## src/hw/adcseq_pkg.sv

```systemverilog
`default_nettype none
package adcseq_pkg;

  ////////////////////////////////////////////////////////////////////////////
  // register map (byte addresses)
  localparam int unsigned ADDR_W          = 5;
  localparam logic [4:0]  OFS_CTRL        = 5'h00;
  localparam logic [4:0]  OFS_CONFIG      = 5'h04;
  localparam logic [4:0]  OFS_RESULT      = 5'h08;
  localparam logic [4:0]  OFS_STATUS      = 5'h0C;
  localparam logic [4:0]  OFS_PORT        = 5'h10;
  localparam logic [4:0]  OFS_ANALOG      = 5'h14;

  // field positions
  localparam int unsigned CTRL_ON_BIT     = 0;
  localparam int unsigned CTRL_GO_BIT     = 1;
  localparam int unsigned CTRL_CHAN_LSB   = 2;
  localparam int unsigned CFG_CLK_LSB     = 0;
  localparam int unsigned CFG_ACQ_LSB     = 3;
  localparam int unsigned STAT_DONE_BIT   = 0;
  localparam int unsigned STAT_SAMPLE_BIT = 1;

  // reset values
  localparam logic [3:0]  RST_CHANNEL     = 4'h0;
  localparam logic [2:0]  RST_CLK_SEL     = 3'h0;
  localparam logic [2:0]  RST_ACQ_SEL     = 3'h0;
  localparam logic [7:0]  RST_ANALOG      = 8'hFF;
  localparam logic [9:0]  RST_RESULT      = 10'h000;

  // sequencing counts, in bit periods or clocks
  localparam logic [4:0]  CONV_TADS       = 5'd11;
  localparam logic [4:0]  POST_TADS       = 5'd2;
  localparam logic [4:0]  INSTR_CLKS      = 5'd4;
  localparam logic [2:0]  ACQ_NONE        = 3'h0;
  localparam logic [3:0]  TRIG_MODE       = 4'hB;
  localparam logic [9:0]  SAR_FIRST       = 10'h200;

  ////////////////////////////////////////////////////////////////////////////
  typedef enum logic [2:0] {
    ST_OFF,
    ST_SAMPLE,
    ST_ACQ,
    ST_DELAY,
    ST_CONV,
    ST_WAIT
  } adcseq_state_t;

  typedef struct packed {
    logic              read;
    logic              write;
    logic [ADDR_W-1:0] address;
    logic [31:0]       writedata;
  } adcseq_avreq_t;

  // bit period as a power of two of the clock: 000=2 100=4 001=8 101=16 010=32 110=64
  function automatic logic [2:0] adcseq_shift(input logic [2:0] sel);
    adcseq_shift = {sel[1:0], sel[2]} + 3'd1;
  endfunction : adcseq_shift

  // acquisition length in bit periods
  function automatic logic [4:0] adcseq_acq_tads(input logic [2:0] sel);
    case (sel)
      3'h1:    adcseq_acq_tads = 5'd2;
      3'h2:    adcseq_acq_tads = 5'd4;
      3'h3:    adcseq_acq_tads = 5'd6;
      3'h4:    adcseq_acq_tads = 5'd8;
      3'h5:    adcseq_acq_tads = 5'd12;
      3'h6:    adcseq_acq_tads = 5'd16;
      3'h7:    adcseq_acq_tads = 5'd20;
      default: adcseq_acq_tads = 5'd0;
    endcase
  endfunction : adcseq_acq_tads

endpackage : adcseq_pkg
`default_nettype wire

```

## src/hw/adcseq_sync.sv

```systemverilog
`timescale 1ns/1ps
`default_nettype none
module adcseq_sync #(
  parameter int unsigned W = 1
) (
  input  wire logic         clk,
  input  wire logic         rst_n,
  input  wire logic         ce,
  input  wire logic [W-1:0] async_in,
  output var  logic [W-1:0] level
);
  logic [W-1:0] meta;
  logic [W-1:0] s2;
  logic [W-1:0] s3;

  ////////////////////////////////////////////////////////////////////////////
  // three stages; a bit changes only when stages two and three agree
  always_ff @(posedge clk or negedge rst_n)
  begin
    if (!rst_n)
    begin
      meta  <= '0;
      s2    <= '0;
      s3    <= '0;
      level <= '0;
    end
    else if (ce)
    begin
      meta <= async_in;
      s2   <= meta;
      s3   <= s2;
      for (int i = 0; i < W; i++)
      begin
        if (s2[i] == s3[i])
          level[i] <= s3[i];
      end
    end
  end
endmodule : adcseq_sync
`default_nettype wire

```

## src/hw/adcseq_tad_gen.sv

```systemverilog
`timescale 1ns/1ps
`default_nettype none
module adcseq_tad_gen (
  input  wire logic       clk,
  input  wire logic       rst_n,
  input  wire logic       ce,
  input  wire logic       run,
  input  wire logic       restart,
  input  wire logic [2:0] sel,
  input  wire logic       rc_tick,
  output var  logic       tick
);
  import adcseq_pkg::*;

  logic [5:0] div_cnt;
  logic [6:0] period;
  logic       use_rc;
  logic [6:0] gap;

  assign use_rc = (sel[1:0] == 2'b11);
  assign period = 7'd1 << adcseq_shift(sel);

  ////////////////////////////////////////////////////////////////////////////
  // divide by the selected power of two, or pass the synced rc tick
  always_ff @(posedge clk or negedge rst_n)
  begin
    if (!rst_n)
    begin
      div_cnt <= '0;
      tick    <= 1'b0;
    end
    else if (ce)
    begin
      if (!run || restart)
      begin
        div_cnt <= '0;
        tick    <= 1'b0;
      end
      else if (use_rc)
      begin
        div_cnt <= '0;
        tick    <= rc_tick;
      end
      else
      begin
        tick    <= (div_cnt == 6'(period - 7'd1));
        div_cnt <= (div_cnt == 6'(period - 7'd1)) ? 6'd0 : div_cnt + 6'd1;
      end
    end
  end

  ////////////////////////////////////////////////////////////////////////////
  // spacing between ticks, for checking only
  always_ff @(posedge clk or negedge rst_n)
  begin
    if (!rst_n)
      gap <= '0;
    else if (ce)
      gap <= (!run || restart) ? 7'd0 : (tick ? 7'd1 : gap + 7'd1);
  end
endmodule : adcseq_tad_gen
`default_nettype wire

```

## src/hw/adcseq_top.sv

```systemverilog
// The Avalon-MM slave port and the register offsets were left to the implementer.
`timescale 1ns/1ps
`default_nettype none
module adcseq_top (
  input  wire logic                     clk,
  input  wire logic                     rstn,
  input  wire logic                     ce,
  input  wire adcseq_pkg::adcseq_avreq_t av_req,
  output var  logic                     av_waitrequest,
  output var  logic [31:0]              av_readdata,
  input  wire logic                     sel_event_trig,
  input  wire logic [3:0]               compare_unit_mode,
  input  wire logic [7:0]               pin_in,
  input  wire logic                     comp_in,
  input  wire logic                     rc_clk_pin,
  output var  logic                     sample_en,
  output var  logic                     conv_active,
  output var  logic [3:0]               mux_channel,
  output var  logic [9:0]               sar_trial,
  output var  logic                     timer_reset,
  output var  logic                     conv_done_irq_flag
);
  import adcseq_pkg::*;

  ////////////////////////////////////////////////////////////////////////////
  // reset release
  logic rst_meta;
  logic rst_n;

  always_ff @(posedge clk or negedge rstn)
  begin
    if (!rstn)
    begin
      rst_meta <= 1'b0;
      rst_n    <= 1'b0;
    end
    else
    begin
      rst_meta <= 1'b1;
      rst_n    <= rst_meta;
    end
  end

  ////////////////////////////////////////////////////////////////////////////
  // pin inputs
  logic [9:0] pins_lvl;
  logic [7:0] pin_lvl;
  logic       comp_lvl;
  logic       rc_lvl;
  logic       rc_prev;
  logic       rc_tick;

  adcseq_sync #(.W(10)) u_sync (
    .clk      (clk),
    .rst_n    (rst_n),
    .ce       (ce),
    .async_in ({rc_clk_pin, comp_in, pin_in}),
    .level    (pins_lvl)
  );

  assign pin_lvl  = pins_lvl[7:0];
  assign comp_lvl = pins_lvl[8];
  assign rc_lvl   = pins_lvl[9];
  assign rc_tick  = rc_lvl && !rc_prev;

  always_ff @(posedge clk or negedge rst_n)
  begin
    if (!rst_n)
      rc_prev <= 1'b0;
    else if (ce)
      rc_prev <= rc_lvl;
  end

  ////////////////////////////////////////////////////////////////////////////
  // bus decode
  logic          converter_on;
  logic [3:0]    channel_select;
  logic [2:0]    conv_clock_select;
  logic [2:0]    acq_time_select;
  logic [9:0]    result_pair;
  logic [7:0]    analog_mask;
  adcseq_state_t state;
  logic [4:0]    phase_cnt;
  logic          tad_tick;
  logic          wr_fire;
  logic          rd_fire;
  logic          ctrl_wr;
  logic          trig_hit;
  logic          set_go;
  logic          clear_go;
  logic          go_busy;
  logic          abort;
  logic          conv_done;
  logic [9:0]    next_trial;
  logic [3:0]    bit_idx;

  assign wr_fire  = ce && av_req.write && !av_waitrequest;
  assign rd_fire  = ce && av_req.read && !av_waitrequest;
  assign ctrl_wr  = wr_fire && av_req.address == OFS_CTRL;
  assign trig_hit = sel_event_trig && compare_unit_mode == TRIG_MODE;
  // go only counts if the converter was already on before this write
  assign set_go   = (ctrl_wr && av_req.writedata[CTRL_GO_BIT] && converter_on)
                    || (trig_hit && converter_on);
  assign clear_go = ctrl_wr && !av_req.writedata[CTRL_GO_BIT];
  assign go_busy  = state == ST_ACQ || state == ST_DELAY || state == ST_CONV;
  assign abort    = go_busy && (clear_go || !converter_on);
  assign conv_done = state == ST_CONV && tad_tick && !abort
                     && phase_cnt == CONV_TADS - 5'd1;

  // one wait cycle per access, then the answer
  always_ff @(posedge clk or negedge rst_n)
  begin
    if (!rst_n)
      av_waitrequest <= 1'b1;
    else if (ce)
      av_waitrequest <= !((av_req.read || av_req.write) && av_waitrequest);
  end

  always_ff @(posedge clk or negedge rst_n)
  begin
    if (!rst_n)
      av_readdata <= '0;
    else if (ce && av_req.read && av_waitrequest)
    begin
      case (av_req.address)
        OFS_CTRL:   av_readdata <= 32'({channel_select, go_busy, converter_on});
        OFS_CONFIG: av_readdata <= 32'({acq_time_select, conv_clock_select});
        OFS_RESULT: av_readdata <= 32'(result_pair);
        OFS_STATUS: av_readdata <= 32'({sample_en, conv_done_irq_flag});
        OFS_PORT:   av_readdata <= 32'(pin_lvl & ~analog_mask);
        OFS_ANALOG: av_readdata <= 32'(analog_mask);
        default:    av_readdata <= '0;
      endcase
    end
  end

  ////////////////////////////////////////////////////////////////////////////
  // software registers
  always_ff @(posedge clk or negedge rst_n)
  begin
    if (!rst_n)
    begin
      converter_on      <= 1'b0;
      channel_select    <= RST_CHANNEL;
      conv_clock_select <= RST_CLK_SEL;
      acq_time_select   <= RST_ACQ_SEL;
      analog_mask       <= RST_ANALOG;
    end
    else if (wr_fire)
    begin
      case (av_req.address)
        OFS_CTRL:
        begin
          converter_on   <= av_req.writedata[CTRL_ON_BIT];
          channel_select <= av_req.writedata[CTRL_CHAN_LSB +: 4];
        end
        OFS_CONFIG:
        begin
          conv_clock_select <= av_req.writedata[CFG_CLK_LSB +: 3];
          acq_time_select   <= av_req.writedata[CFG_ACQ_LSB +: 3];
        end
        OFS_ANALOG: analog_mask <= av_req.writedata[7:0];
        default:    analog_mask <= analog_mask;
      endcase
    end
  end

  // channel goes straight to the mux; pin direction plays no part
  assign mux_channel = channel_select;

  ////////////////////////////////////////////////////////////////////////////
  // bit period
  adcseq_tad_gen u_tad (
    .clk     (clk),
    .rst_n   (rst_n),
    .ce      (ce),
    .run     (state == ST_ACQ || state == ST_CONV || state == ST_WAIT),
    .restart (abort),
    .sel     (conv_clock_select),
    .rc_tick (rc_tick),
    .tick    (tad_tick)
  );

  ////////////////////////////////////////////////////////////////////////////
  // sequencer
  always_ff @(posedge clk or negedge rst_n)
  begin
    if (!rst_n)
    begin
      state     <= ST_OFF;
      phase_cnt <= '0;
    end
    else if (ce)
    begin
      case (state)
        ST_OFF:
          if (converter_on)
            state <= ST_SAMPLE;
        ST_SAMPLE:
          if (!converter_on)
            state <= ST_OFF;
          else if (set_go)
          begin
            phase_cnt <= '0;
            // no programmed acquisition: wait one instruction for a sleep
            state <= (acq_time_select == ACQ_NONE) ? ST_DELAY : ST_ACQ;
          end
        ST_ACQ:
          if (abort)
          begin
            state     <= ST_WAIT;
            phase_cnt <= '0;
          end
          else if (tad_tick)
          begin
            // sample the programmed time, then convert unaided
            if (phase_cnt == adcseq_acq_tads(acq_time_select) - 5'd1)
            begin
              state     <= ST_CONV;
              phase_cnt <= '0;
            end
            else
              phase_cnt <= phase_cnt + 5'd1;
          end
        ST_DELAY:
          if (abort)
          begin
            state     <= ST_WAIT;
            phase_cnt <= '0;
          end
          else if (phase_cnt == INSTR_CLKS - 5'd1)
          begin
            state     <= ST_CONV;
            phase_cnt <= '0;
          end
          else
            phase_cnt <= phase_cnt + 5'd1;
        ST_CONV:
          if (abort || conv_done)
          begin
            state     <= ST_WAIT;
            phase_cnt <= '0;
          end
          else if (tad_tick)
            phase_cnt <= phase_cnt + 5'd1;
        ST_WAIT:
          if (tad_tick)
          begin
            // two bit periods, then back to sampling, or to off if the converter is off
            if (phase_cnt == POST_TADS - 5'd1)
            begin
              state     <= converter_on ? ST_SAMPLE : ST_OFF;
              phase_cnt <= '0;
            end
            else
              phase_cnt <= phase_cnt + 5'd1;
          end
        default:
          state <= ST_OFF;
      endcase
    end
  end

  ////////////////////////////////////////////////////////////////////////////
  // successive approximation; first bit period settles, ten decide bits
  // comparator passes the pin synchroniser, so 2- and 4-clock bit periods see it late
  assign bit_idx = 4'(CONV_TADS - 5'd1 - phase_cnt);

  always_comb
  begin
    next_trial = sar_trial;
    if (phase_cnt == 5'd0)
      next_trial = SAR_FIRST;
    else
    begin
      if (!comp_lvl)
        next_trial[bit_idx] = 1'b0;
      if (bit_idx != 4'd0)
        next_trial[bit_idx - 4'd1] = 1'b1;
    end
  end

  always_ff @(posedge clk or negedge rst_n)
  begin
    if (!rst_n)
      sar_trial <= '0;
    else if (ce && state == ST_CONV && tad_tick && !abort)
      sar_trial <= next_trial;
  end

  // aborted samples never reach the result; completion wins over a bus write
  always_ff @(posedge clk or negedge rst_n)
  begin
    if (!rst_n)
      result_pair <= RST_RESULT;
    else if (conv_done && ce)
      result_pair <= next_trial;
    else if (wr_fire && av_req.address == OFS_RESULT)
      result_pair <= av_req.writedata[9:0];
  end

  // done flag: set wins over write-one-to-clear
  always_ff @(posedge clk or negedge rst_n)
  begin
    if (!rst_n)
      conv_done_irq_flag <= 1'b0;
    else if (ce && conv_done)
      conv_done_irq_flag <= 1'b1;
    else if (wr_fire && av_req.address == OFS_STATUS
             && av_req.writedata[STAT_DONE_BIT])
      conv_done_irq_flag <= 1'b0;
  end

  // timer clear follows every trigger, converter on or off
  always_ff @(posedge clk or negedge rst_n)
  begin
    if (!rst_n)
    begin
      timer_reset <= 1'b0;
      sample_en   <= 1'b0;
      conv_active <= 1'b0;
    end
    else if (ce)
    begin
      timer_reset <= trig_hit;
      sample_en   <= state == ST_SAMPLE || state == ST_ACQ || state == ST_DELAY;
      conv_active <= state == ST_CONV;
    end
  end

  ////////////////////////////////////////////////////////////////////////////
  // checks
  logic [4:0] conv_ticks;

  always_ff @(posedge clk or negedge rst_n)
  begin
    if (!rst_n)
      conv_ticks <= '0;
    else if (ce)
      conv_ticks <= (state != ST_CONV) ? 5'd0 : conv_ticks + 5'(tad_tick);
  end
endmodule : adcseq_top
`default_nettype wire

```

## config.mk

```make
export PLATFORM = sky130hd
export DESIGN_NAME = adcseq_top
export DESIGN_NICKNAME = d
export VERILOG_FILES = /design/src/hw/adcseq_pkg.sv /design/src/hw/adcseq_sync.sv /design/src/hw/adcseq_tad_gen.sv /design/src/hw/adcseq_top.sv
export SDC_FILE = /design/constraint.sdc
export NUM_CORES = 1
export LEC_CHECK = 0
export CAP_MARGIN = 10
export CORE_ASPECT_RATIO = 1.5
export CORE_MARGIN = 3
export CORE_UTILIZATION = 69
export DETAILED_ROUTE_END_ITERATION = 12
export DONT_BUFFER_PORTS = 1
export PLACE_DENSITY = 0.85
export SLEW_MARGIN = 20
export SYNTH_ARGS = -nofsm -noshare
export SYNTH_HDL_FRONTEND = slang
export SYNTH_SLANG_ARGS = --single-unit
```

## constraint.sdc

```tcl
create_clock -name clk -period 10.1 [get_ports clk]
set_clock_uncertainty 0.05 [all_clocks]
set_input_delay 0.505 -clock clk [delete_from_list [all_inputs] [get_ports clk]]
set_output_delay 0.505 -clock clk [all_outputs]
set_load 0.02 [all_outputs]
```

# == After elaboration in Yosys (flattened, before gate mapping) ==
# Index checks and enable logic that the tools add are counted.
# word_totals
reg_bits,134
input_bits,57
out_inout_bits,51
word_cells,210
# classes
n_addsub,7
n_lt_le_gt_ge,4
eq_ne,45
n_shift,1
n_mux,49
bitwise,5
n_reduce_logical,66
# op_table
cell,count
$pmux 32 s6,1
$mux 5,15
$mux 10,6
$pmux 5 s7,1
$mux 3,11
$and 8x32->32,1
$not 8->32,1
$reduce_and 2->1,13
$logic_and 1x1->1,25
$pmux 5 s5,1
$eq 3x3->1 const B,6
$mux 6,3
$pmux 3 s6,1
$eq 5x4->1 const B,3
$eq 3x2->1 const B,4
$logic_or 1x1->1,11
$and 10x10->10,1
$eq 1x1->1,10
$eq 5x5->1 const B,2
$logic_not 5->1,2
$lt 4x5->1 const B,2
$not 10->10,1
$or 10x10->10,1
$ne 3x3->1 const B,3
29 further kinds,52

# == Depth between registers and ports, before layout ==
# Gate-level depths: netlist of the first run.
# depth
depth_word,15
ltp_mapped,9
depth_no_buf,8

# == Hierarchy ==
# A second synthesis of the first run with hierarchy kept.
# unflattened
cells_unflattened,606
area_unflattened_um2,6261.0
# by_module_without_submodules
mod,n_inst,cells_each,area_each_um2,seq_area_each_um2
adcseq_top,1,427,4061.4,1637.8
adcseq_sync,1,112,1617.8,1001.0
adcseq_tad_gen,1,67,581.8,175.2

# == Worst setup path before layout of the first run ==
# OpenSTA, ideal clock, no wires.
# synth_timing
path_kind,reg-to-reg
start,register conv_clock_select[0]
end,register u_tad.tick
setup_time_ns,0.083
arrival_time_ns,2.567
t_required_ns,9.967
path_slack_ns,7.400
path_stages_with_launch,10
n_path_buf,1
period_less_slack_ns,2.700
path_cell_list,dfrtp_1 -> buf_4 -> or3_1 -> ha_1 -> xnor2_1 -> xnor2_1 -> or3_1 -> or4_4 -> mux2_2 -> o22ai_1
# synth_between
elab_chain_len,6
elab_cells_between_ends,7
classes_between,add/sub: 2; eq/ne: 2; shift: 1; mux: 2
# synth_lines
element,line,text
start: declaration,adcseq_top.sv:78,logic [2:0] conv_clock_select;
start signal: assignment,adcseq_top.sv:159,conv_clock_select <= av_req.writedata[CFG_CLK_LSB +: 3];
$add 3x1->3,adcseq_pkg.sv:57,"adcseq_shift = {sel[1:0], sel[2]} + 3'd1;"
$shl 1x3->6,adcseq_tad_gen.sv:21,assign period = 7'd1 << adcseq_shift(sel);
$sub 6x1->6,adcseq_tad_gen.sv:46,tick <= (div_cnt == 6'(period - 7'd1));
$eq 6x6->1,adcseq_tad_gen.sv:46,
$mux 1 (*),adcseq_tad_gen.sv:39,else if (use_rc)
$mux 1 (*),adcseq_tad_gen.sv:34,if (!run || restart)
end signal: assignment,adcseq_tad_gen.sv:42,tick <= rc_tick;
end signal: assignment,adcseq_tad_gen.sv:46,
end: declaration,adcseq_tad_gen.sv:11,output var logic tick
# Mark *: on every way between the ends. The rest lies on a longest branch, timed or not.
# A chain may end at the register's enable or synchronous reset.

# == Worst setup path in the final report of the first run ==
# layout_timing
start,register state[2]
end,register result_pair[6]
# layout_between
elab_chain_len,9
elab_cells_between_ends,13
classes_between,eq/ne: 3; mux: 1; reduce/logical: 9
# layout_lines
element,line,text
start: declaration,adcseq_top.sv:82,adcseq_state_t state;
start signal: assignment,adcseq_top.sv:206,state <= (acq_time_select == ACQ_NONE) ? ST_DELAY : ST_ACQ;
start signal: assignment,adcseq_top.sv:252,state <= converter_on ? ST_SAMPLE : ST_OFF;
$eq 3x2->1,adcseq_top.sv:105,assign go_busy = state == ST_ACQ || state == ST_DELAY || state == ST_CONV;
$logic_or 1x1->1 (2 in series),adcseq_top.sv:105,
$logic_and 1x1->1,adcseq_top.sv:106,assign abort = go_busy && (clear_go || !converter_on);
$logic_not 1->1,adcseq_top.sv:107,assign conv_done = state == ST_CONV && tad_tick && !abort
$logic_and 1x1->1 (*),adcseq_top.sv:107,
$logic_and 1x1->1 (*),adcseq_top.sv:108,&& phase_cnt == CONV_TADS - 5'd1;
$logic_and 1x1->1 (*),adcseq_top.sv:296,else if (conv_done && ce)
$mux 10 / $reduce_bool 2->1 (equally long branches),--,
end signal: assignment,adcseq_top.sv:297,result_pair <= next_trial;
end signal: assignment,adcseq_top.sv:299,result_pair <= av_req.writedata[9:0];
end: declaration,adcseq_top.sv:80,logic [9:0] result_pair;
# Marks and branches as above.

==> results of run 1 <==
[report_power, final]
| part | internal, W | leakage, nW | switching, W |
|---|---|---|---|
| logic | 0.000117 | 1.18 | 0.000139 |
| registers | 0.000508 | 1.41 | 0.0000859 |
| clock network | 0.000227 | 0.162 | 0.000164 |
[state kept, by name, summed over array words and instances (netlist names), 4 cells and up]
signal / flops
u_sync.level: 10
phase_cnt: 5
u_tad.div_cnt: 6
u_sync.meta: 10
analog_mask: 8
u_sync.s2: 10
sar_trial: 10
av_readdata: 10
u_sync.s3: 10
result_pair: 10
mux_channel: 4
[metal layers]
metal  track usage, %  vias up
met5                0        -
met4             11.6        0
met3             7.45       38
met2             45.7      189
met1             31.9     2276
li1                 -     2148
[area by class of cell]
class | instances | area, µm² | share of cell area (%)
Inverter | 27 | 101 | 1.56
Sequential cell | 112 | 2820 | 43.5
Tap cell | 107 | 134 | 2.07
Multi-Input combinational cell | 450 | 3080 | 47.5
Timing Repair Buffer | 2 | 17.5 | 0.270
Clock buffer | 11 | 243 | 3.75
Clock inverter | 5 | 88.8 | 1.37
[final timing paths]
path,startpoint,endpoint,slack [ns],cells past startpoint
max,state[2]$_DFFE_PN0P_,result_pair[6]$_DFFE_PN0P_,7.16,6
min,ce,u_tad.div_cnt[3]$_DFFE_PN0P_,0.19,1
max reg2reg,state[2]$_DFFE_PN0P_,result_pair[6]$_DFFE_PN0P_,7.16,6
min reg2reg,rst_n$_DFF_PN0_,av_readdata[4]$_DFFE_PN0P_,0.24,0
max in group asynchronous,rst_n$_DFF_PN0_,u_sync.level[7]$_DFFE_PN0P_,8.48,1
min in group asynchronous,rst_n$_DFF_PN0_,av_readdata[4]$_DFFE_PN0P_,0.24,0
[worst reg2reg max path, cell delays in order, from the launching register on]
cell     delay [ns]
dfrtp_1        0.57
nor3b_1        0.36
and2_1         0.29
nand4_4        0.29
or4_1          0.89
a21oi_1        0.27
a21oi_1        0.07
[what timing repair did]
action	in CTS	in global routing
hold endpoints to repair	2	0
hold buffers	1	0
setup endpoints to repair	0	0
[kinds of logic after synthesis]
logic type | Yosys count | synth area share [%]
muxes | 68 | 12.3
AOI/OAI and AO/OA | 167 | 17.0
DFF | 112 | 45.1
xor gates and xnor gates | 8 | 1.12
adders and majority gates | 8 | 1.60
buffers and inverters | 86 | 6.87
and+or+nand+nor | 176 | 15.9
other | 2 | 0.120
[synth_stat cells, types with 7 or more instances]
library cell	n	area, µm²
nor3_1	7	35.0
mux2i_1	12	120
dfrtp_1	103	2580
ha_1	8	100
buf_2	13	65.1
mux2_2	53	597
xnor2_1	7	61.3
nor2b_1	17	106
buf_4	24	180
o22ai_1	7	43.8
nand2_1	69	259
nand2b_1	8	50.1
a21oi_1	33	165
nand3_1	16	80.1
nor2_1	14	52.6
o21ai_0	67	335
clkbuf_1	20	75.1
dfstp_2	9	236
inv_1	26	97.6
[through the flow]
stage	util [%]	cell area [µm²]	hold slack [ns]	setup slack [ns]	total power [W]
after global placement	71.2	6140	0.159	7.18	0.000830
after global routing	75.2	6480	0.177	7.02	0.00130
after detailed placement	71.2	6140	0.159	7.12	0.000850
after floorplan	-	6320	0.159	6.71	0.000801
after CTS	75.2	6480	0.182	7.19	0.00124
final	75.2	6480	0.192	7.16	0.00124
==> key figures, run 1 <==
Outcome
  • Status: completed

Setup path
  • Worst Path Buf+Inv: 0
  • WP data required: between 10 and 15 ns
  • Crit-path slowest cell: or4_1
  • Crit path max fanout: 21
  • Cell chain of the critical path: nor3b_1, and2_1, nand4_4, or4_1, a21oi_1, a21oi_1
  • Crit-path max cell delay: between 0.8 and 0.9 ns
  • Critical Path Start Type: register
  • Setup Crit Path Kind: register to register
  • Crit. End Element: register
  • CP dominant cell by count: a21oi_1
  • Data arrival, critical path: between 3 and 4 ns
  • Critical path's top delay family: simple AND/OR/NAND/NOR gates

Die
  • Die Area: a little over 10000 µm²
  • Boundary Pins: roughly 110
  • Die Ht: 123 µm
  • Die Span X: 83.7 µm
  • FP Rows: 41
  • Initial Utilization: slightly above 70%
  • Core ar.: between 8000 and 9000 µm²

GRT
  • Initial antenna violation count: 0
  • Largest net degree at the start of global routing: 76
  • Gr ovfl total: 0
  • Aggregate global-route resource usage: around 27%
  • Vias in the first global route: roughly 4400
  • First-pass GRT wire length: 21.9 mm

Timing
  • RSZ-0062 raised after global routing: false
  • Worst Tran Pin Value: 1.02 ns
  • Min cycle time layout: just under 3 ns
  • Final Hold Viols: 0
  • Rel. slew slack: about a third
  • Max Slew Vio Count: 0
  • Final setup fails: 0
  • Tcrit/Tclk final: 29.1%
  • TNS Setup: 0 ns
  • Max Freq: about 0.34 GHz

Logic synthesis
  • Sequential-to-total area share from yosys stat: between 40 and 50%
  • Synth warn: 0
  • Mean Syn Cell Area: roughly 10 µm²
  • Mapped Area: about 6200 µm²
  • Async S/R FF share, synth: 100%
  • Cells after Synth: between 600 and 700
  • Synth cell types: 85
  • Primary FF master, synth: dfrtp_1
  • Synth Register Bits: around 110
  • Post-synth EDFFs: 0

Drt
  • WL met1: about 5.3 mm
  • Met2 WL: roughly 7.0 mm
  • Post-route ant nets: 0
  • Drt first pass iters: 6
  • Residual DRC: 0
  • Vias per inst: between 6 and 7
  • Via count: 4651
  • Wire per inst: between 15 and 20 µm
  • Detailed-route wire length: roughly 14 mm
  • Met3 WL post-DR: around 910 µm
  • 1st-iter DRT viols: approximately 460
  • DR top layer: met4

Clock network
  • Clock latency on the worst-skew pair: between 0.3 and 0.4 ns
  • Clock transition at path regs: roughly 0.070 ns
  • Root Buffer: clkbuf_16
  • CTS Buf Count: 9
  • Maximum clock path buffer count: 2
  • Postcts setup bufs: 0
  • H-tree Lvls: 3
  • CTS tree: done
  • Cts repair resizes: 0
  • CTS sink cnt: 112

Finish
  • Final Non-Filler Cells: 714
  • Fill count: 589
  • Most frequent cells in the layout: dfrtp_1 (102), nand2_1 (69), o21ai_0 (67)
  • Nets: roughly 670
  • Ant. Diodes: 0
  • Layout cells sized above 1: approximately 17%
  • Synthesis-to-layout area growth: 3.81%
  • Most common cell after layout, fill and taps aside: dfrtp_1

Placed design
  • Routability congestion estimate: approximately 0.90
  • Hpwl dp: 9.80 mm
  • Count of input and output buffers: 0
  • Dpl cells: about 700

Worst hold path
  • Worst hold path class: input pin to register

Power and ir drop
  • Lkg Pwr: roughly 2.8 nW
  • Pwr/cell area: roughly 190 nW/µm²
  • Maximum VDD drop: around 210 µV

Job
  • Max_cap viols: 0
Note: power is estimated with default switching activity, not from simulation.
==> inputs of run 2 (changes only) <==
--- a/config.mk
+++ b/config.mk
@@ -5,13 +5,14 @@
 export SDC_FILE = /design/constraint.sdc
 export NUM_CORES = 1
 export LEC_CHECK = 0
+export ABC_AREA = 1
 export CAP_MARGIN = 10
 export CORE_ASPECT_RATIO = 1.5
 export CORE_MARGIN = 3
-export CORE_UTILIZATION = 69
+export CORE_UTILIZATION = 64
 export DETAILED_ROUTE_END_ITERATION = 12
 export DONT_BUFFER_PORTS = 1
-export PLACE_DENSITY = 0.85
+export PLACE_DENSITY = 0.8
 export SLEW_MARGIN = 20
 export SYNTH_ARGS = -nofsm -noshare
 export SYNTH_HDL_FRONTEND = slang
==> constraint.sdc (replaced) <==
create_clock -name clk -period 3 [get_ports clk]
set_clock_uncertainty 0.05 [all_clocks]
set_input_delay 0.15 -clock clk [delete_from_list [all_inputs] [get_ports clk]]
set_output_delay 0.15 -clock clk [all_outputs]
set_load 0.02 [all_outputs]
==> key figures, run 2 <==
Drt
  • Residual DRC: 0
  • Via count: 5133
  • Wire per inst: around 16 µm
  • Detailed-route wire length: 14.3 mm
  • Post-route ant nets: 0
  • 1st-iter DRT viols: 411
  • Vias per inst: about 5.6
  • Drt first pass iters: 7

Setup path
  • R2r worst-path depth: 9
  • CP dominant cell by count: nand2_1
  • Critical Path Start Type: register
  • Crit-path max cell delay: between 0.5 and 0.6 ns
  • Cell chain of the critical path: ha_1, nand2_1, nand2_2, inv_1, nand2_1, o21ai_0, a21boi_0, nand2_1, nand3_1
  • Worst Setup SP: phase_cnt[1]$_DFFE_PN0P_
  • R2r startpoint: phase_cnt[1]$_DFFE_PN0P_
  • CP Depth: 9
  • Crit-path slowest cell: a21boi_0
  • Setup Crit Path Kind: register to register
  • WP data required: ~3.2 ns
  • Critical path's top delay family: compound AO/OA/AOI/OAI gates
  • Data arrival, critical path: about 2.5 ns
  • Crit path max fanout: 8
  • Worst Path Buf+Inv: 1
  • Crit. End Element: register

Finish
  • Most frequent cells in the layout: nand2_1 (201), dfrtp_1 (102), o21ai_0 (97)
  • Synthesis-to-layout area growth: 9.98%
  • Final Non-Filler Cells: between 900 and 1000
  • Fill count: 689
  • Final Instance Area: 6630 µm²
  • Nets: just under 900
  • Layout cells sized above 1: 6.71%
  • Ant. Diodes: 0
  • Most common cell after layout, fill and taps aside: nand2_1

Clock network
  • CTS Buf Count: 9
  • H-tree Lvls: 3
  • Clock latency on the worst-skew pair: approximately 0.36 ns
  • Maximum clock path buffer count: 2
  • CTS sink cnt: ~110
  • Root Buffer: clkbuf_16
  • CTS tree: done
  • Clock transition at path regs: 0.08 ns
  • Postcts setup bufs: 0

Die
  • Boundary Pins: roughly 110
  • Die Span X: about 85 µm
  • Initial Utilization: 67.1%
  • Core ar.: 8990 µm²
  • Die Area: roughly 11000 µm²
  • FP Rows: 42
  • Die Ht: 125 µm

Timing
  • Tcrit/Tclk final: between 70% and 80%
  • Worst Tran Pin Value: around 0.64 ns
  • Rel. slew slack: 57.2%
  • Final Hold Viols: 0
  • RSZ-0062 raised after global routing: false
  • Final setup margin: roughly 0.76 ns
  • Max Freq: 0.445 GHz
  • Min cycle time layout: about 2.2 ns
  • Final setup fails: 0
  • Max Slew Vio Count: 0
  • TNS Setup: 0 ns

GRT
  • First-pass GRT wire length: between 20 and 25 mm
  • Aggregate global-route resource usage: between 20% and 30%
  • Initial antenna violation count: 0
  • Vias in the first global route: ~5000
  • Gr ovfl total: 0
  • Largest net degree at the start of global routing: 62

Job
  • Max_cap viols: 0

Logic synthesis
  • Synth area leaders: dfrtp_1 (43%), nand2_1 (13%), o21ai_0 (8.1%)
  • Cells after Synth: slightly below 800
  • Post-synth EDFFs: 0
  • Primary FF master, synth: dfrtp_1
  • Sequential-to-total area share from yosys stat: 46.7%
  • Synth cell count leaders: nand2_1 (201), dfrtp_1 (103), o21ai_0 (97)
  • Mapped Area: about 6000 µm²
  • Post-synth top area share: 42.8%
  • Synth warn: 0
  • Most common cell in the netlist: nand2_1
  • Synth Register Bits: between 100 and 150
  • Async S/R FF share, synth: between 90% and 100%
  • Most area-hungry cell type in the Yosys netlist: dfrtp_1
  • Mean Syn Cell Area: between 7 and 8 µm²
  • Synth cell types: 46

Power and ir drop
  • Clock power frac: 32.7%
  • Switch share: roughly a third
  • Internal Power: 0.00258 W
  • Sequential power share: between 40% and 50%
  • Maximum VDD drop: 430 µV
  • Lkg Pwr: 3.33 nW
  • Combinational Power Share: between 15 and 20%
  • Switching pwr: between 0.001 and 0.0015 W
  • Pwr/cell area: 578 nW/µm²

Placed design
  • Routability congestion estimate: 0.925
  • Count of input and output buffers: 0
  • Dpl cells: between 800 and 900
  • Post-Place Cell Area: slightly above 6000 µm²
  • Hpwl dp: ~10 mm
  • Dpl ws: approximately 0.8 ns

Worst hold path
  • Min-delay src: ce
  • Hold path depth: 3
  • Worst hold path class: input pin to register

Outcome
  • Status: completed
## run 2: cell types whose count changed in the layout (fill, tap and decap cells not counted), sizes merged, moves of 28 or more
cell   before  now
nand2      69  206
nand3      16   96
inv        28   99
mux2       55    1
nor2       14   59
o21ai      72  100
## run 2: worst min-delay path, delay by kind of cell
family | cells | cell delay (ns)
AND/OR/NAND/NOR | 2 | 0.16
XOR/XNOR | 1 | 0.06
## run 2: worst paths after layout
kind,slack (ns),to
worst min register to register,0.30,u_sync.s3[5]$_DFFE_PN0P_
worst min-delay path,0.006,u_tad.div_cnt[2]$_DFFE_PN0P_
worst max-delay path,0.76,result_pair[3]$_DFFE_PN0P_
worst max register to register,0.76,result_pair[3]$_DFFE_PN0P_
min in group asynchronous,0.30,u_sync.s3[5]$_DFFE_PN0P_
max in group asynchronous,1.84,analog_mask[3]$_DFFE_PN1P_
## run 2: metrics by stage
step,power (W),util [%],hold WS [ns]
after floorplan,0.00240,-,-0.196
after global placement,0.00252,67.2,-0.196
after CTS,0.00383,73.8,0.00599
after detailed placement,0.00255,67.2,-0.196
final,0.00383,73.8,0.00552
after global routing,0.00403,73.8,0.00363
## run 2: cells by family after synthesis
family	after synthesis	share of synthesized area, %
muxes	1	0.187
AOI/OAI and AO/OA	125	11.3
buffers and inverters	140	10.3
and+or+nand+nor	376	27.4
DFF	112	46.7
xor gates and xnor gates	15	2.30
other	2	0.125
adders and majority gates	8	1.66
## run 2: repair_timing
| action | CTS | global route |
|---|---|---|
| gates resized for setup | 0 | 0 |
| hold endpoints to repair | 66 | 0 |
| hold buffers | 27 | 0 |
## run 2: cell type report
| class | instances | area [µm²] | area share [%] |
|---|---|---|---|
| clock inverter | 7 | 87.6 | 1.32 |
| clock buffer | 9 | 225 | 3.40 |
| sequential | 112 | 2820 | 42.5 |
| timing repair buffer | 31 | 323 | 4.87 |
| multi-input combinational | 548 | 2670 | 40.3 |
| inverter | 98 | 368 | 5.55 |
| tap | 110 | 138 | 2.08 |
## run 2: layer usage
metal	share of wire [%]	vias to the layer above	wire length, µm	GRT usage [%]
li1	-	2509	-	-
met4	4.8	0	684	15.7
met2	52	161	7440	48.5
met3	4.2	55	594	4.90
met5	0	-	0	0
met1	39	2408	5550	31.0
## run 2: power by group through the flow
stage | Clock [W] | Sequential (W) | Combinational, W
2_1_floorplan | 0 | 0.00181 | 0.000597
3_3_place_gp | 0 | 0.00184 | 0.000682
3_5_place_dp | 0 | 0.00185 | 0.000705
4_1_cts | 0.00126 | 0.00182 | 0.000753
5_1_grt | 0.00133 | 0.00184 | 0.000863
6_report | 0.00125 | 0.00182 | 0.000758
==> inputs of run 3 (changes only) <==
==> constraint.sdc (replaced) <==
create_clock -name clk -period 2.08 [get_ports clk]
set_clock_uncertainty 0.05 [all_clocks]
set_input_delay 0.104 -clock clk [delete_from_list [all_inputs] [get_ports clk]]
set_output_delay 0.104 -clock clk [all_outputs]
set_load 0.02 [all_outputs]
==> key figures, run 3 (same netlist as run 2, synthesis figures left out) <==
Outcome
  • Status: completed

Finish
  • Most frequent cells in the layout: nand2_1 (201), o21ai_0 (97), dfrtp_1 (97)
  • Synthesis-to-layout area growth: 11.8%
  • Final Instance Area: approximately 6700 µm²
  • Reg area: 2820 µm²
  • Layout cells sized above 1: about a tenth
  • Fill count: roughly 660
  • Most common cell after layout, fill and taps aside: nand2_1
  • Area of the multi-input gates: about 2700 µm²
  • Nets: 878
  • Ant. Diodes: 0
  • Final Non-Filler Cells: 928

Power and ir drop
  • Internal Power: between 0.003 and 0.004 W
  • Sequential power share: a little under half
  • Pwr/cell area: approximately 810 nW/µm²
  • Clock power frac: roughly 30%
  • Combinational Power Share: a little over a fifth
  • Switch share: around a third
  • Switching pwr: 0.00180 W
  • Lkg Pwr: around 3.4 nW
  • Maximum VDD drop: ~700 µV

Placed design
  • Routability congestion estimate: approximately 1
  • Hpwl dp: 10.7 mm
  • Dpl cells: around 880
  • Post-Place Cell Area: just over 6000 µm²
  • Count of input and output buffers: 0

Job
  • Max_cap viols: 0

Timing
  • Final setup fails: 0
  • Max Freq: 0.512 GHz
  • Final Hold Viols: 0
  • Tcrit/Tclk final: a little over nine tenths
  • Min cycle time layout: roughly 2 ns
  • Max Slew Vio Count: 0

Setup path
  • Critical path's top delay family: simple AND/OR/NAND/NOR gates
  • Crit path max fanout: 6
  • CP dominant cell by count: nand2_1
  • Data arrival, critical path: 2.14 ns
  • Crit-path slowest cell: dfrtp_2
  • Cell chain of the critical path: inv_1, ha_1, inv_1, o31ai_1, nand2_1, nor2_1, nand2_1, nand3_1, nand2_1
  • Crit. End Element: register
  • Setup Crit Path Kind: register to register
  • Worst Path Buf+Inv: 2
  • Critical Path Start Type: register
  • WP data required: roughly 2.3 ns
  • Crit-path max cell delay: roughly 0.45 ns

Clock network
  • Clock transition at path regs: around 0.08 ns
  • CTS tree: done
  • Root Buffer: clkbuf_16
  • Maximum clock path buffer count: 2
  • Clock latency on the worst-skew pair: ~0.35 ns
  • CTS sink cnt: approximately 110
  • CTS Buf Count: 9
  • H-tree Lvls: 3

Die
  • Initial Utilization: ~67%
  • Die Area: between 10000 and 15000 µm²
  • Die Ht: between 100 and 150 µm
  • FP Rows: 42
  • Boundary Pins: around 110
  • Die Span X: 85.2 µm
  • Core ar.: ~9000 µm²

Drt
  • Drt first pass iters: 5
  • Via count: around 5300
  • 1st-iter DRT viols: roughly 470
  • Detailed-route wire length: approximately 15 mm
  • Residual DRC: 0
  • Vias per inst: 5.67
  • Wire per inst: 16.0 µm
  • Post-route ant nets: 0

GRT
  • First-pass GRT wire length: 24.6 mm
  • Gr ovfl total: 0
  • Largest net degree at the start of global routing: 56
  • Aggregate global-route resource usage: 28.6%
  • Vias in the first global route: slightly above 5000
  • Initial antenna violation count: 0

Worst hold path
  • Worst hold path class: input pin to register
[run 3: path summary, 6_finish.rpt]
kind	start	end	slack, ns	depth (start not counted)
hold reg to reg	rst_n$_DFF_PN0_	u_sync.s2[6]$_DFFE_PN0P_	0.22	0
max in group asynchronous	rst_n$_DFF_PN0_	phase_cnt[0]$_DFFE_PN0P_	1.04	1
hold / removal	ce	phase_cnt[1]$_DFFE_PN0P_	0.02	4
setup / recovery	phase_cnt[1]$_DFFE_PN0P_	phase_cnt[3]$_DFFE_PN0P_	0.13	9
min in group asynchronous	rst_n$_DFF_PN0_	u_sync.s2[6]$_DFFE_PN0P_	0.22	0
setup reg to reg	phase_cnt[1]$_DFFE_PN0P_	phase_cnt[3]$_DFFE_PN0P_	0.13	9
[run 3: final cells by class]
cell class	instances	area share [%]
flip-flops and latches	112	41.9
multi-input cells	548	40.0
repair buffers	44	6.24
inverters	98	5.46
clock buffers	11	3.75
well taps	110	2.04
clock inverters	5	0.594
[run 3: worst register-to-register path, stage by stage, from the launching register on]
cell,delay [ns]
dfrtp_2,0.45
inv_1,0.12
ha_1,0.24
inv_1,0.09
o31ai_1,0.32
nand2_1,0.13
nor2_1,0.18
nand2_1,0.13
nand3_1,0.09
nand2_1,0.05
[run 3: what timing repair did]
item	CTS	global route
endpoints found under the setup margin	0	31
resized for setup	0	15
buffers inserted	0	1
hold buffers	27	0
endpoints found under the hold margin	70	0
[run 3: power by group through the flow]
| stage | Combinational (W) | Clock (W) | Sequential, W |
|---|---|---|---|
| CTS | 0.00113 | 0.00170 | 0.00261 |
| finish | 0.00116 | 0.00169 | 0.00262 |
| floorplan | 0.000860 | 0 | 0.00261 |
| detailed placement | 0.00106 | 0 | 0.00265 |
| global placement | 0.00102 | 0 | 0.00265 |
| global route | 0.00132 | 0.00180 | 0.00265 |
[run 3: routing by layer]
layer | wire length [µm] | share of wire [%] | track usage (%)
met5 | 0 | 0 | 0
met3 | 680 | 4.6 | 4.70
met1 | 5710 | 38 | 33.4
met2 | 7840 | 53 | 50.5
met4 | 612 | 4.1 | 12.9
[run 3: metrics by stage]
stage	total power, W	utilization, %	setup WS, ns	setup TNS, ns	hold slack [ns]
after detailed placement	0.00372	68.2	0.0696	0	-0.242
after floorplan	0.00347	-	0.165	0	-0.242
final	0.00548	75.0	0.128	0	0.0185
after global routing	0.00576	75.0	-0.0192	-0.0558	0.0366
after global placement	0.00367	68.2	0.103	0	-0.242
after CTS	0.00544	74.6	0.0563	0	0.0180
